[config.mk]
export PLATFORM = sky130hd
export DESIGN_NAME = srs_top
export DESIGN_NICKNAME = d
export VERILOG_FILES = /design/src/rtl/srs_lpf_fix_note.v /design/src/rtl/srs_lpf.v /design/src/rtl/srs_hold.v /design/src/rtl/srs_top.v
export VERILOG_INCLUDE_DIRS = /design/src /design/src/rtl
export SDC_FILE = /design/constraint.sdc
export NUM_CORES = 2
export LEC_CHECK = 0
export BUFFER_PORTS_ARGS = -buffer_cell sky130_fd_sc_hd__buf_2
export CELL_PAD_IN_SITES_DETAIL_PLACEMENT = 1
export CELL_PAD_IN_SITES_GLOBAL_PLACEMENT = 2
export CORE_UTILIZATION = 44
export DETAILED_ROUTE_END_ITERATION = 7
export PLACE_DENSITY = 0.95
export SYNTH_ARGS = -nofsm -noshare
export SYNTH_HDL_FRONTEND = slang
export SYNTH_SLANG_ARGS = --single-unit
[constraint.sdc]
create_clock -name CORE_CLK -period 39.6 [get_ports CORE_CLK]
set_clock_uncertainty 0.2 [all_clocks]
set_input_delay 1.98 -clock CORE_CLK [delete_from_list [all_inputs] [get_ports CORE_CLK]]
set_output_delay 1.98 -clock CORE_CLK [all_outputs]
set_load 0.01 [all_outputs]
[src/rtl/srs_defs.vh]
// constants for the speed reference shaper: map, fields, resets, ranges, timing
`ifndef SRS_DEFS_VH
`define SRS_DEFS_VH

// ****************************************
// timing
// ****************************************
`define SRS_CLK_NS        10
`define SRS_MS_NS         1000000
`define SRS_AO_SAMPLES    16
`define SRS_AO_SHIFT      4

// ****************************************
// register byte offsets
// ****************************************
`define SRS_A_CTRL        8'h00
`define SRS_A_MODE        8'h04
`define SRS_A_GAIN        8'h08
`define SRS_A_ACCEL       8'h0c
`define SRS_A_DECEL       8'h10
`define SRS_A_SRISE       8'h14
`define SRS_A_FILT        8'h18
`define SRS_A_THR         8'h1c
`define SRS_A_ALLOC_A     8'h20
`define SRS_A_ALLOC_B     8'h24
`define SRS_A_OFFSET      8'h28
`define SRS_A_STATUS      8'h2c
`define SRS_A_SPEED       8'h30

// ****************************************
// fields
// ****************************************
`define SRS_CTRL_RESTART  0
`define SRS_CTRL_FACTORY  1
`define SRS_CTRL_AUTO_OFS 2
`define SRS_MODE_CTL_LSB  0
`define SRS_MODE_CRV_LSB  4
`define SRS_MODE_SHP_LSB  6
`define SRS_CTL_ANALOG    4'h0
`define SRS_CTL_ZERO_CLAMP_INPUT    4'ha
`define SRS_CRV_RAMP      2'h0
`define SRS_CRV_SCURVE    2'h1
`define SRS_CRV_FILT1     2'h2
`define SRS_CRV_FILT2     2'h3

// ****************************************
// reset values and ranges
// ****************************************
`define SRS_RST_MODE      8'h00
`define SRS_RST_GAIN      12'h096
`define SRS_RST_TIME      14'h0000
`define SRS_RST_THR       12'h00a
`define SRS_RST_ALLOC     8'hff
`define SRS_MAX_GAIN      32'h00000bb8
`define SRS_MAX_TIME      32'h00002710
`define SRS_MAX_THR       32'h00000bb8
`define SRS_OFS_LIMIT     12'sh400
`define SRS_PIN_NONE_MIN  4'h8
`define SRS_HOLD_KP       8'h04
`define SRS_SCURVE_FULL   11'h400
`define SRS_DIV1000_MUL   25'sh0004189
`define SRS_DIV1000_SH    24

`endif

[src/rtl/srs_lpf_fix_note.v]
// (intentionally empty)

[src/rtl/srs_lpf.v]
// first-order low-pass stage with a millisecond time constant
`timescale 1ns/1ps
module srs_lpf #(
    parameter CYC_PER_MS = 100000
) (
    input  wire               clk,
    input  wire               reset,
    input  wire [13:0]        tau_ms,
    input  wire signed [15:0] din,
    output wire signed [15:0] dout
);
    reg  signed [25:0] y_q;
    reg         [31:0] cnt_q;
    wire        [39:0] prod  = tau_ms * CYC_PER_MS;
    wire        [31:0] intvl = (prod[41-2:10] == 30'h0) ? 32'h1 : {2'h0, prod[39:10]};
    wire signed [25:0] x_fp  = {din, 10'h000};
    wire signed [25:0] diff  = x_fp - y_q;

    assign dout = y_q[25:10];

    // one update per tau/1024 ms, step of 1/1024 of the error: time constant near tau
    always @(posedge clk) begin
        if (reset) begin
            y_q   <= 26'sh0;
            cnt_q <= 32'h0;
        end else if (tau_ms == 14'h0) begin
            y_q   <= x_fp;
            cnt_q <= 32'h0;
        end else if (cnt_q >= intvl - 32'h1) begin
            cnt_q <= 32'h0;
            y_q   <= y_q + (diff >>> 10) + ((diff != 26'sh0 && (diff >>> 10) == 26'sh0) ?
                     (diff[25] ? -26'sh1 : 26'sh1) : 26'sh0);
        end else begin
            cnt_q <= cnt_q + 32'h1;
        end
    end
endmodule

[src/rtl/srs_hold.v]
// position hold loop used while zero clamp is engaged
`timescale 1ns/1ps
`include "srs_defs.vh"
module srs_hold (
    input  wire               clk,
    input  wire               reset,
    input  wire               engage,
    input  wire signed [31:0] pos_fb,
    output reg  signed [15:0] hold_speed
);
    reg                engage_q;
    reg  signed [31:0] hold_pos_q;
    wire signed [31:0] err   = hold_pos_q - pos_fb;
    wire signed [39:0] drive = err * $signed({1'b0, `SRS_HOLD_KP});

    always @(posedge clk) begin
        if (reset) begin
            engage_q   <= 1'b0;
            hold_pos_q <= 32'sh0;
            hold_speed <= 16'sh0;
        end else begin
            engage_q <= engage;
            if (engage && !engage_q)
                hold_pos_q <= pos_fb;
            if (!engage_q || (err >= -32'sh1 && err <= 32'sh1))
                hold_speed <= 16'sh0;
            else if (drive > 40'sh7fff)
                hold_speed <= 16'sh7fff;
            else if (drive < -40'sh7fff)
                hold_speed <= -16'sh7fff;
            else
                hold_speed <= drive[15:0];
        end
    end
endmodule

[src/rtl/srs_top.v]
// speed reference shaper: ahb-lite registers, scaling, offset, soft start, zero clamp
`timescale 1ns/1ps
`include "srs_defs.vh"
module srs_top #(
    parameter CYC_PER_MS = `SRS_MS_NS / `SRS_CLK_NS
) (
    input  wire               CORE_CLK,
    input  wire               RESET,
    input  wire               HSEL,
    input  wire [31:0]        HADDR,
    input  wire [1:0]         HTRANS,
    input  wire               HWRITE,
    input  wire [2:0]         HSIZE,
    input  wire [31:0]        HWDATA,
    input  wire               HREADY,
    output wire               HREADYOUT,
    output wire               HRESP,
    output reg  [31:0]        HRDATA,
    input  wire signed [15:0] VREF_MV,
    input  wire               SERVO_ON,
    input  wire [7:0]         DIN_N,
    input  wire signed [31:0] POS_FB,
    output reg  signed [15:0] SPEED_CMD,
    output reg                CLAMP_ACTIVE,
    output reg                SPEED_MODE
);
    localparam STEP_DIV = CYC_PER_MS / 1000;
    localparam AO_IDLE  = 1'b0;
    localparam AO_RUN   = 1'b1;

    // ****************************************
    // bus slave
    // ****************************************
    reg         wr_q;
    reg  [7:0]  wa_q;
    reg  [7:0]  mode_pend_q, mode_act_q, alloc_a_q, alloc_b_q;
    reg  [11:0] gain_q, thr_q;
    reg  [13:0] accel_q, decel_q, srise_q, filt_q;
    reg  signed [11:0] offset_q;
    reg         ao_state_q, ao_done_q;
    reg  [4:0]  ao_cnt_q;
    reg  signed [20:0] ao_sum_q;
    reg  [31:0] ms_cnt_q;
    reg  signed [15:0] ref_rpm_q, shaped;
    wire        take = HSEL && HREADY && HTRANS[1];
    wire        ms_tick = (ms_cnt_q == CYC_PER_MS - 1);
    wire        clamp_now;
    wire [3:0]  ctl_mode = mode_act_q[3:0];
    wire [1:0]  crv_mode = mode_act_q[5:4];
    wire [1:0]  shp_mode = mode_act_q[7:6];

    assign HREADYOUT = 1'b1;
    assign HRESP     = 1'b0;

    always @(posedge CORE_CLK) begin
        if (RESET) begin
            wr_q   <= 1'b0;
            wa_q   <= 8'h00;
            HRDATA <= 32'h0;
        end else begin
            wr_q <= take && HWRITE;
            wa_q <= HADDR[7:0];
            if (take && !HWRITE) begin
                case ({HADDR[7:2], 2'b00})
                    `SRS_A_MODE:    HRDATA <= {24'h0, mode_pend_q};
                    `SRS_A_GAIN:    HRDATA <= {20'h0, gain_q};
                    `SRS_A_ACCEL:   HRDATA <= {18'h0, accel_q};
                    `SRS_A_DECEL:   HRDATA <= {18'h0, decel_q};
                    `SRS_A_SRISE:   HRDATA <= {18'h0, srise_q};
                    `SRS_A_FILT:    HRDATA <= {18'h0, filt_q};
                    `SRS_A_THR:     HRDATA <= {20'h0, thr_q};
                    `SRS_A_ALLOC_A: HRDATA <= {24'h0, alloc_a_q};
                    `SRS_A_ALLOC_B: HRDATA <= {24'h0, alloc_b_q};
                    `SRS_A_OFFSET:  HRDATA <= {{20{offset_q[11]}}, offset_q};
                    `SRS_A_STATUS:  HRDATA <= {12'h0, mode_act_q, 8'h0, ao_done_q,
                                               ao_state_q, CLAMP_ACTIVE, SPEED_MODE};
                    `SRS_A_SPEED:   HRDATA <= {{16{SPEED_CMD[15]}}, SPEED_CMD};
                    default:        HRDATA <= 32'h0;
                endcase
            end
        end
    end

    // ****************************************
    // parameter registers
    // ****************************************
    wire ctrl_wr = wr_q && ({wa_q[7:2], 2'b00} == `SRS_A_CTRL);
    wire factory = ctrl_wr && HWDATA[`SRS_CTRL_FACTORY];
    wire wdata_signed_ok = ($signed(HWDATA) >= -32'sd1024) && ($signed(HWDATA) <= 32'sd1024);

    always @(posedge CORE_CLK) begin
        if (RESET) begin
            mode_pend_q <= `SRS_RST_MODE;
            mode_act_q  <= `SRS_RST_MODE;
            gain_q      <= `SRS_RST_GAIN;
            accel_q     <= `SRS_RST_TIME;
            decel_q     <= `SRS_RST_TIME;
            srise_q     <= `SRS_RST_TIME;
            filt_q      <= `SRS_RST_TIME;
            thr_q       <= `SRS_RST_THR;
            alloc_a_q   <= `SRS_RST_ALLOC;
            alloc_b_q   <= `SRS_RST_ALLOC;
        end else if (factory) begin
            mode_pend_q <= `SRS_RST_MODE;
            gain_q      <= `SRS_RST_GAIN;
            accel_q     <= `SRS_RST_TIME;
            decel_q     <= `SRS_RST_TIME;
            srise_q     <= `SRS_RST_TIME;
            filt_q      <= `SRS_RST_TIME;
            thr_q       <= `SRS_RST_THR;
            alloc_a_q   <= `SRS_RST_ALLOC;
            alloc_b_q   <= `SRS_RST_ALLOC;
        end else if (ctrl_wr) begin
            if (HWDATA[`SRS_CTRL_RESTART])
                mode_act_q <= mode_pend_q;
        end else if (wr_q) begin
            case ({wa_q[7:2], 2'b00})
                `SRS_A_MODE:    mode_pend_q <= HWDATA[7:0];
                `SRS_A_GAIN:    if (HWDATA <= `SRS_MAX_GAIN) gain_q <= HWDATA[11:0];
                `SRS_A_ACCEL:   if (HWDATA <= `SRS_MAX_TIME) accel_q <= HWDATA[13:0];
                `SRS_A_DECEL:   if (HWDATA <= `SRS_MAX_TIME) decel_q <= HWDATA[13:0];
                `SRS_A_SRISE:   if (HWDATA <= `SRS_MAX_TIME) srise_q <= HWDATA[13:0];
                `SRS_A_FILT:    if (HWDATA <= `SRS_MAX_TIME) filt_q <= HWDATA[13:0];
                `SRS_A_THR:     if (HWDATA <= `SRS_MAX_THR) thr_q <= HWDATA[11:0];
                `SRS_A_ALLOC_A: alloc_a_q <= HWDATA[7:0];
                `SRS_A_ALLOC_B: alloc_b_q <= HWDATA[7:0];
                default:        mode_pend_q <= mode_pend_q;
            endcase
        end
    end

    // ****************************************
    // offset: auto measurement and manual entry
    // ****************************************
    always @(posedge CORE_CLK) begin
        if (RESET)
            ms_cnt_q <= 32'h0;
        else
            ms_cnt_q <= ms_tick ? 32'h0 : ms_cnt_q + 32'h1;
    end

    // offset is deliberately outside the factory restore path
    // offset kept on restore
    always @(posedge CORE_CLK) begin
        if (RESET) begin
            offset_q   <= 12'sh0;
            ao_state_q <= AO_IDLE;
            ao_done_q  <= 1'b0;
            ao_cnt_q   <= 5'h0;
            ao_sum_q   <= 21'sh0;
        end else begin
            case (ao_state_q)
                AO_IDLE: begin
                    if (ctrl_wr && HWDATA[`SRS_CTRL_AUTO_OFS] && !SERVO_ON) begin
                        ao_state_q <= AO_RUN;
                        ao_done_q  <= 1'b0;
                        ao_cnt_q   <= 5'h0;
                        ao_sum_q   <= 21'sh0;
                    end else if (wr_q && ({wa_q[7:2], 2'b00} == `SRS_A_OFFSET)
                                 && wdata_signed_ok) begin
                        offset_q <= HWDATA[11:0];
                    end
                end
                AO_RUN: begin
                    // servo switched on mid-measurement spoils it: abandon
                    if (SERVO_ON) begin
                        ao_state_q <= AO_IDLE;
                    end else if (ao_cnt_q == `SRS_AO_SAMPLES) begin
                        ao_state_q <= AO_IDLE;
                        ao_done_q  <= 1'b1;
                        if ((ao_sum_q >>> `SRS_AO_SHIFT) > 21'sd1024)
                            offset_q <= `SRS_OFS_LIMIT;
                        else if ((ao_sum_q >>> `SRS_AO_SHIFT) < -21'sd1024)
                            offset_q <= -`SRS_OFS_LIMIT;
                        else
                            offset_q <= ao_sum_q[15:4];
                    end else if (ms_tick) begin
                        ao_sum_q <= ao_sum_q + {{5{VREF_MV[15]}}, VREF_MV};
                        ao_cnt_q <= ao_cnt_q + 5'h1;
                    end
                end
                default: ao_state_q <= AO_IDLE;
            endcase
        end
    end

    // ****************************************
    // scaling: rpm = (mV - offset) * gain / 1000
    // ****************************************
    wire signed [16:0] vdiff = {VREF_MV[15], VREF_MV} - {{5{offset_q[11]}}, offset_q};
    wire signed [29:0] vprod = vdiff * $signed({1'b0, gain_q});
    // exact divide toward zero: 1 V at gain 150 must give 150 rpm, not 149
    wire signed [30:0] rpm   = vprod / 30'sd1000;

    always @(posedge CORE_CLK) begin
        if (RESET)
            ref_rpm_q <= 16'sh0;
        else if (rpm > 31'sh7fff)
            ref_rpm_q <= 16'sh7fff;
        else if (rpm < -31'sh7fff)
            ref_rpm_q <= -16'sh7fff;
        else
            ref_rpm_q <= rpm[15:0];
    end

    // ****************************************
    // ramp profile
    // ****************************************
    reg  signed [15:0] ramp_q;
    reg         [31:0] ramp_cnt_q;
    wire        away  = (ramp_q >= 16'sh0 && ref_rpm_q > ramp_q) ||
                        (ramp_q <= 16'sh0 && ref_rpm_q < ramp_q);
    wire [13:0] rtime = away ? accel_q : decel_q;
    wire [31:0] rstep = rtime * STEP_DIV;

    always @(posedge CORE_CLK) begin
        if (RESET) begin
            ramp_q     <= 16'sh0;
            ramp_cnt_q <= 32'h0;
        end else if (rtime == 14'h0 || crv_mode != `SRS_CRV_RAMP) begin
            ramp_q     <= ref_rpm_q;
            ramp_cnt_q <= 32'h0;
        end else if (ramp_q == ref_rpm_q) begin
            ramp_cnt_q <= 32'h0;
        end else if (ramp_cnt_q >= rstep - 32'h1) begin
            ramp_cnt_q <= 32'h0;
            ramp_q     <= (ref_rpm_q > ramp_q) ? ramp_q + 16'sh1 : ramp_q - 16'sh1;
        end else begin
            ramp_cnt_q <= ramp_cnt_q + 32'h1;
        end
    end

    // ****************************************
    // s-curve profile
    // ****************************************
    reg  signed [15:0] s_out_q, s_start_q, s_tgt_q;
    reg  signed [16:0] s_delta_q;
    reg         [10:0] s_prog_q;
    reg         [31:0] s_cnt_q;
    reg         [10:0] s_f;
    wire        [39:0] s_prod  = srise_q * CYC_PER_MS;
    wire        [31:0] s_intvl = (s_prod[39:10] == 30'h0) ? 32'h1 : {2'h0, s_prod[39:10]};
    wire        [21:0] p2      = s_prog_q * s_prog_q;
    wire        [33:0] p3      = p2 * (12'd3072 - {s_prog_q, 1'b0});
    wire        [10:0] smooth  = p3[30:20];
    wire signed [28:0] s_mul   = s_delta_q * $signed({1'b0, s_f});
    // sums kept wide so the blends do not lose their carry near full progress
    wire        [12:0] s_sum1  = {2'b00, smooth} + {2'b00, s_prog_q};
    wire        [12:0] s_sum3  = {1'b0, smooth, 1'b0} + {2'b00, smooth} + {2'b00, s_prog_q};

    // transition shape blends smoothstep and linear
    always @* begin
        case (shp_mode)
            2'h0:    s_f = smooth;
            2'h1:    s_f = s_sum1[11:1];
            2'h2:    s_f = s_sum3[12:2];
            default: s_f = s_prog_q;
        endcase
    end

    always @(posedge CORE_CLK) begin
        if (RESET) begin
            s_out_q   <= 16'sh0;
            s_start_q <= 16'sh0;
            s_tgt_q   <= 16'sh0;
            s_delta_q <= 17'sh0;
            s_prog_q  <= 11'h0;
            s_cnt_q   <= 32'h0;
        end else if (srise_q == 14'h0) begin
            // keep the curve anchored so a later nonzero rise time does not jump
            s_out_q   <= ref_rpm_q;
            s_start_q <= ref_rpm_q;
            s_delta_q <= 17'sh0;
            s_tgt_q   <= ref_rpm_q;
            s_prog_q <= `SRS_SCURVE_FULL;
        end else if (ref_rpm_q != s_tgt_q) begin
            s_start_q <= s_out_q;
            s_delta_q <= ref_rpm_q - s_out_q;
            s_tgt_q   <= ref_rpm_q;
            s_prog_q  <= 11'h0;
            s_cnt_q   <= 32'h0;
        end else begin
            s_out_q <= s_start_q + s_mul[25:10];
            if (s_prog_q != `SRS_SCURVE_FULL) begin
                if (s_cnt_q >= s_intvl - 32'h1) begin
                    s_cnt_q  <= 32'h0;
                    s_prog_q <= s_prog_q + 11'h1;
                end else begin
                    s_cnt_q <= s_cnt_q + 32'h1;
                end
            end
        end
    end

    // ****************************************
    // filter profiles
    // ****************************************
    wire signed [15:0] filt_io [0:2];
    assign filt_io[0] = ref_rpm_q;
    genvar g;
    generate
        for (g = 0; g < 2; g = g + 1) begin : g_lpf
            srs_lpf #(.CYC_PER_MS(CYC_PER_MS)) u_lpf (
                .clk    (CORE_CLK),
                .reset  (RESET),
                .tau_ms (filt_q),
                .din    (filt_io[g]),
                .dout   (filt_io[g+1])
            );
        end
    endgenerate

    always @* begin
        case (crv_mode)
            `SRS_CRV_RAMP:   shaped = ramp_q;
            `SRS_CRV_SCURVE: shaped = s_out_q;
            `SRS_CRV_FILT1:  shaped = filt_io[1];
            default:         shaped = filt_io[2];
        endcase
    end

    // ****************************************
    // zero clamp
    // ****************************************
    wire        zc_a   = (alloc_a_q[3:0] < `SRS_PIN_NONE_MIN) && !DIN_N[alloc_a_q[2:0]];
    wire        zc_b   = (alloc_b_q[3:0] < `SRS_PIN_NONE_MIN) && !DIN_N[alloc_b_q[2:0]];
    wire        pcon   = (alloc_a_q[7:4] < `SRS_PIN_NONE_MIN) && !DIN_N[alloc_a_q[6:4]];
    wire [15:0] ref_abs = ref_rpm_q[15] ? -ref_rpm_q : ref_rpm_q;
    wire        below  = ref_abs < {4'h0, thr_q};
    wire        is_spd = (ctl_mode == `SRS_CTL_ANALOG) || (ctl_mode == `SRS_CTL_ZERO_CLAMP_INPUT);
    wire signed [15:0] hold_speed;

    assign clamp_now = below && (((ctl_mode == `SRS_CTL_ANALOG) && (zc_a || zc_b)) ||
                                 ((ctl_mode == `SRS_CTL_ZERO_CLAMP_INPUT) && pcon));

    srs_hold u_hold (
        .clk        (CORE_CLK),
        .reset      (RESET),
        .engage     (clamp_now),
        .pos_fb     (POS_FB),
        .hold_speed (hold_speed)
    );

    always @(posedge CORE_CLK) begin
        if (RESET) begin
            SPEED_CMD    <= 16'sh0;
            CLAMP_ACTIVE <= 1'b0;
            SPEED_MODE   <= 1'b1;
        end else begin
            // only speed modes drive the output
            SPEED_MODE   <= is_spd;
            CLAMP_ACTIVE <= clamp_now;
            SPEED_CMD    <= !is_spd ? 16'sh0 : (clamp_now ? hold_speed : shaped);
        end
    end
endmodule

* Word level (Yosys, flattened, before mapping) *
Index checks and enable logic that the tools add are counted.

word-level totals
  output and inout bits = 52
  register bits after elaboration = 579
  word-level logic and storage cells = 304
  input bits = 131

operators by class
  order comparisons = 27
  divide/modulo/power cells = 1
  multiply operators = 7
  bitwise operators = 5
  add/subtract/negate cells = 28
  mux-type cells = 68
  reduce and logical (&&, ||, !) cells = 85
  equal/unequal tests = 41

operators with widths
  kind                                                                                number
  32-bit case mux with 12 select lines                                                1
  16-bit 2-to-1 mux                                                                   14
  26-bit 2-to-1 mux                                                                   8
  32-bit by 1-bit adder with 32-bit output (second input constant)                    5
  32-bit >= comparator                                                                4
  21-bit 2-to-1 mux                                                                   6
  32-bit 2-to-1 mux                                                                   3
  12-bit 2-to-1 mux                                                                   6
  32-bit by 12-bit <= comparator with 1-bit output (second input constant)            2
  30-bit logical NOT                                                                  2
  26-bit by 16-bit adder with 26-bit output                                           2
  26-bit adder                                                                        2
  26-bit logical NOT                                                                  2
  14-bit by 12-bit multiplier with 26-bit output (second input constant)              2
  26-bit nonzero test                                                                 2
  26-bit subtractor                                                                   2
  6-bit by 3-bit == test with 1-bit output (second input constant)                    8
  6-bit by 4-bit == test with 1-bit output (second input constant)                    8
  16-bit case mux with 3 select lines                                                 1
  11-bit 2-to-1 mux                                                                   4
  21-bit by 1-bit subtractor with 22-bit output (second input constant)               2
  14-bit logical NOT                                                                  3
  21-bit case mux with 2 select lines                                                 1
  34-bit by 16-bit greater-than comparator with 1-bit output (second input constant)  1
  other kinds (73)                                                                    171

* Depth between registers and ports, before layout *
  word-level depth = 10
  mapped depth = 112
  gate-level depth less buffers = 102

* By module *
From an unflattened synthesis, not the netlist that was laid out.

unflattened totals
  cells, all modules = 10185
  area, all modules = 83617.7 um^2

modules (own cells, without submodules)
  module    area an instance (um^2)  seq. area each (um^2)  instances  cells an instance
  srs_top   60674.4                  8047.7                 1          7343
  srs_lpf   9302.7                   1161.1                 2          1113
  srs_hold  4337.9                   980.9                  1          616

* Worst setup path before layout *
No wires, ideal clock.

  path kind = input to register
  start = in VREF_MV[0]
  end = reg ref_rpm_q[13]
  setup time = 0.154 ns
  slack = 13.766 ns
  stages = 105
  required time = 39.246 ns
  path buffers = 12
  data arrival time = 25.480 ns
  cell sequence = inv_1 -> ha_1 -> fa_1 -> nor2b_1 -> o21ai_0 -> nand2b_1 -> a21o_1 -> a21o_1 -> a21o_1 -> a21o_1 -> a21o_1 -> a21o_1 -> a21o_1 -> a21oi_1 -> o21bai_1 -> a21o_1 -> nand2_1 -> a31oi_1 -> (+69 left out) -> or4_1 -> a32o_1 -> o31a_1 -> buf_2 -> o221a_1 -> a2111o_1 -> and2_1 -> ha_1 -> a31oi_1 -> xnor2_1 -> a311oi_1 -> nand4_1 -> nor4b_1 -> o2111a_1 -> or3b_1 -> buf_2 -> buf_6 -> a221oi_1

between the ends
  word-level cells in the longest chain between the ends = 6
  elaborated cells between the ends (all ways) = 7
  classes of those cells = add/sub (1); mul (1); div (1); order compare (2); mux (2)

RTL lines
  what                                                line           text
  start: declaration                                  srs_top.v:19   input wire signed [15:0] VREF_MV,
  16-bit by 12-bit subtractor with 17-bit output (*)  srs_top.v:190  wire signed [16:0] vdiff = {VREF_MV[15], VREF_MV} - {{5{offset_q[11]}}, offset_q};
  17-bit by 13-bit multiplier with 30-bit output (*)  srs_top.v:191  wire signed [29:0] vprod = vdiff * $signed({1'b0, gain_q});
  31-bit by 11-bit divider with 31-bit output (*)     srs_top.v:193  wire signed [30:0] rpm = vprod / 30'sd1000;
  31-bit by 16-bit < comparator with 1-bit output     srs_top.v:200  else if (rpm < -31'sh7fff)
  16-bit 2-to-1 mux                                   srs_top.v:200
  15-bit 2-to-1 mux (*)                               srs_top.v:198  else if (rpm > 31'sh7fff)
  end signal: assignment                              srs_top.v:201  ref_rpm_q <= -16'sh7fff;
  end signal: assignment                              srs_top.v:203  ref_rpm_q <= rpm[15:0];
  end: declaration                                    srs_top.v:44   reg signed [15:0] ref_rpm_q, shaped;

Every way passes the cells marked *; elsewhere a longest branch is shown, timed or not.
A chain may end at the register's enable or synchronous reset.

* Worst setup path in the final report *
  start = in VREF_MV[0]
  end = reg ref_rpm_q[2]

The elaborated chain is that of the path after synthesis.

==> impl_metrics.yaml <==
place:
  place_congestion: 0.934
  io_buffers: 150
  hpwl_um: 188000
setup_path:
  critPathMostFrequentCell: "a21o_1"
  crit_required_ns: 39.96
  cp-end-kind: "register"
  crit_path_max_fanout: 37
  critPathMaxStageDelay_ns: 0.96
  crit_end: "ref_rpm_q[2]"
  cpMaxStageDelayCell: "a21oi_1"
  path_class: "primary input to register"
  cp.arrival_ns: 32.51
  startpoint: "VREF_MV[0]"
  worstSetupStartpointType: "primary input"
  r2r_end: "ref_rpm_q[2]"
  worstRegToRegCells: 91
  r2r-start: "offset_q[0]"
  ff2ff_setup_slack_ns: 8.50
clock_tree:
  clock_sinks: 566
  cts_hold_buf: 0
  clock_latency_ns: 0.69
  post_cts_resized: 0
  root_buffer: "clkbuf_16"
  cts_setup_buffers: 0
  cts_tree: "yes"
  clk_pin_slew_ns: 0.06
  cts_buffer_depth: 3
  cts_made_buffers: 68
  cts.htree.levels: 3
detailed_routing:
  vias: 65500
  final_antenna_net_count: 0
  dr.pass1.iters: 7
  route.detailed.drc: 0
  routed_wl_um: 232000
  routedWlPerCell_um: 19.8
  drt_iter0_drc: 3069
  vias_per_cell: 5.59
timing:
  rsz0062_at_grt: "no"
  fmax_mhz: 31.1
  max_slew_margin_pct: 15.7
  min_period_over_period_pct: 81.2
  setup_tns_ns: 0
  worst_slew_pin_slew_ns: 1.26
  period_minus_slack_ns: 32.15
  finalSetupViolCount: 0
  slew_viol_final: 0
  hold_violations: 0
synthesis:
  postSynth.asyncResetShare_pct: 0
  syn-mean-instance-area_sq_um: 8.26
  synth_edf_count: 0
  synthCells: 9324
  synth_cell_types: 135
  yosys_register_bits: 566
  synth-main-ff-cell: "dfxtp_1"
  seq_area_frac_synth_pct: 14.7
  syn_area_sq_um: 77000
  ys_warn_count: 0
floorplan:
  start_util_pct: 44.3
  die_y_um: 420
  die-area_sq_um: 177000
  core.rowCount: 153
  io_pins: 183
  fp.dieW_um: 420
  fp.coreArea_sq_um: 174000
grt:
  track_usage_pct: 26.5
  grt_pass1_wl_um: 381000
  antenna_found_initial: 14
  grt_max_degree: 84
  grt_overflow: 0
  grt_pass1_vias: 72000
cells_and_area:
  final_common_cell: "inv_1"
  drive_above_1_share_pct: 5.82
  num-fill-cells: 21000
  layout_common_cells: "inv_1, ha_1, nor2_1"
  area_delta_synth_final_pct: 7.22
  finalCoreUtilization_pct: 47.5
  seq_area_sq_um: 11300
  nets: 11100
  multi_input_area_sq_um: 59500
worst_hold_path:
  hp-class: "register to register"
  worstHoldStart: "u_hold.hold_pos_q[28]"
job:
  maxCapViolations: 0
status:
  status: "finished clean"
how the worst min path moves through the flow:
stage / endpoint / slack [ns] / cells after the start
global route: u_hold.hold_pos_q[10] / 0.28 / 2
global placement: ms_cnt_q[0] / 0.24 / 1
CTS: u_hold.hold_pos_q[9] / 0.26 / 2
detailed placement: ao_sum_q[3] / 0.25 / 2
floorplan: ms_cnt_q[0] / 0.23 / 1
finish: u_hold.hold_pos_q[28] / 0.26 / 2
registers in the layout, summed over array words and instances (netlist names), 14 cells and up:
signal / flops
s_out_q: 16
s_start_q: 16
u_hold.hold_pos_q: 32
ramp_q: 16
u_hold.hold_speed: 16
ms_cnt_q: 32
s_cnt_q: 32
ao_sum_q: 21
s_tgt_q: 16
s_delta_q: 17
filt_q: 14
SPEED_CMD: 16
ref_rpm_q: 16
accel_q: 14
g_lpf.u_lpf.y_q: 52
HRDATA: 21
g_lpf.u_lpf.cnt_q: 64
srise_q: 14
decel_q: 14
ramp_cnt_q: 32
kinds of logic after synthesis:
logic type      Yosys count  synth area share [%]
other cells               2               0.00976
simple gates           2886                  17.8
buf+inv                1679                  8.32
compound gates         1663                  14.3
fa+ha+maj              1643                  33.7
xor+xnor                670                  7.66
flops                   566                  14.7
mux                     215                  3.42
worst max-delay path, delay by kind of cell:
family	cells	cell delay, ns
AOI/OAI and AO/OA	49	17.07
buffers and inverters	8	1.18
adders and majority gates	9	3.77
muxes	4	1.76
and+or+nand+nor	21	5.95
xor gates and xnor gates	2	0.75
metrics by stage:
stage / setup slack (ns) / cell area (sq um) / hold WS (ns) / instances
global route: 4.95 / 82500 / 0.284 / 11700
CTS: 7.68 / 82500 / 0.261 / 11700
finish: 7.45 / 82500 / 0.258 / 11700
global placement: 7.96 / 80100 / 0.241 / 11600
floorplan: 13.77 / 77200 / 0.230 / 9373
detailed placement: 7.01 / 80100 / 0.252 / 11600
synthesized netlist by cell type, drive strengths merged, types with 15 or more instances:
cell type     n  area [sq um]
mux2         23           259
a21o        138          1040
and2        214          1350
nand2b      106           663
dfxtp       566         11300
o21a         61           465
a22oi        34           274
and4         15           131
a221oi       35           387
buf          63           338
o21bai      137          1030
clkbuf      300          1130
nor2        870          3270
nor3b        21           158
ha          919         11500
a21oi       581          2950
or2          34           213
or3          48           300
mux2i       156          1560
o21ai       271          1380
nor3        117           591
a211oi       92           746
a31oi        47           337
xnor2       433          3810
inv        1308          4910
nor4         47           352
fa          721         14400
o22ai        25           176
nand4        95           594
nand3b       15           113
xor2        237          2080
nand3       162           826
mux4         36           811
o211ai       36           285
o31ai        32           240
nor2b       144           901
nand2       849          3190
and3         99           619
per-layer routing:
layer / wire (um) / GRT usage (%) / vias to the layer above
met5: 28 / 0 / -
met3: 6850 / 2.26 / 439
met4: 9440 / 10.9 / 4
met1: 97400 / 31.7 / 33100
met2: 118000 / 48.6 / 1092
li1: - / - / 30900
layout make-up:
class                      count  share of cell area, %
sequential                   566                   13.7
multi-input combinational   7128                   72.1
timing repair buffer         244                   1.78
inverter                    1316                   5.99
clock inverter                35                  0.629
antenna                        7                 0.0212
clock buffer                  86                   2.24
tap                         2325                   3.52
Power is not shown: default switching activity piles up to over one toggle a cycle in this logic, so the estimate is an artifact.
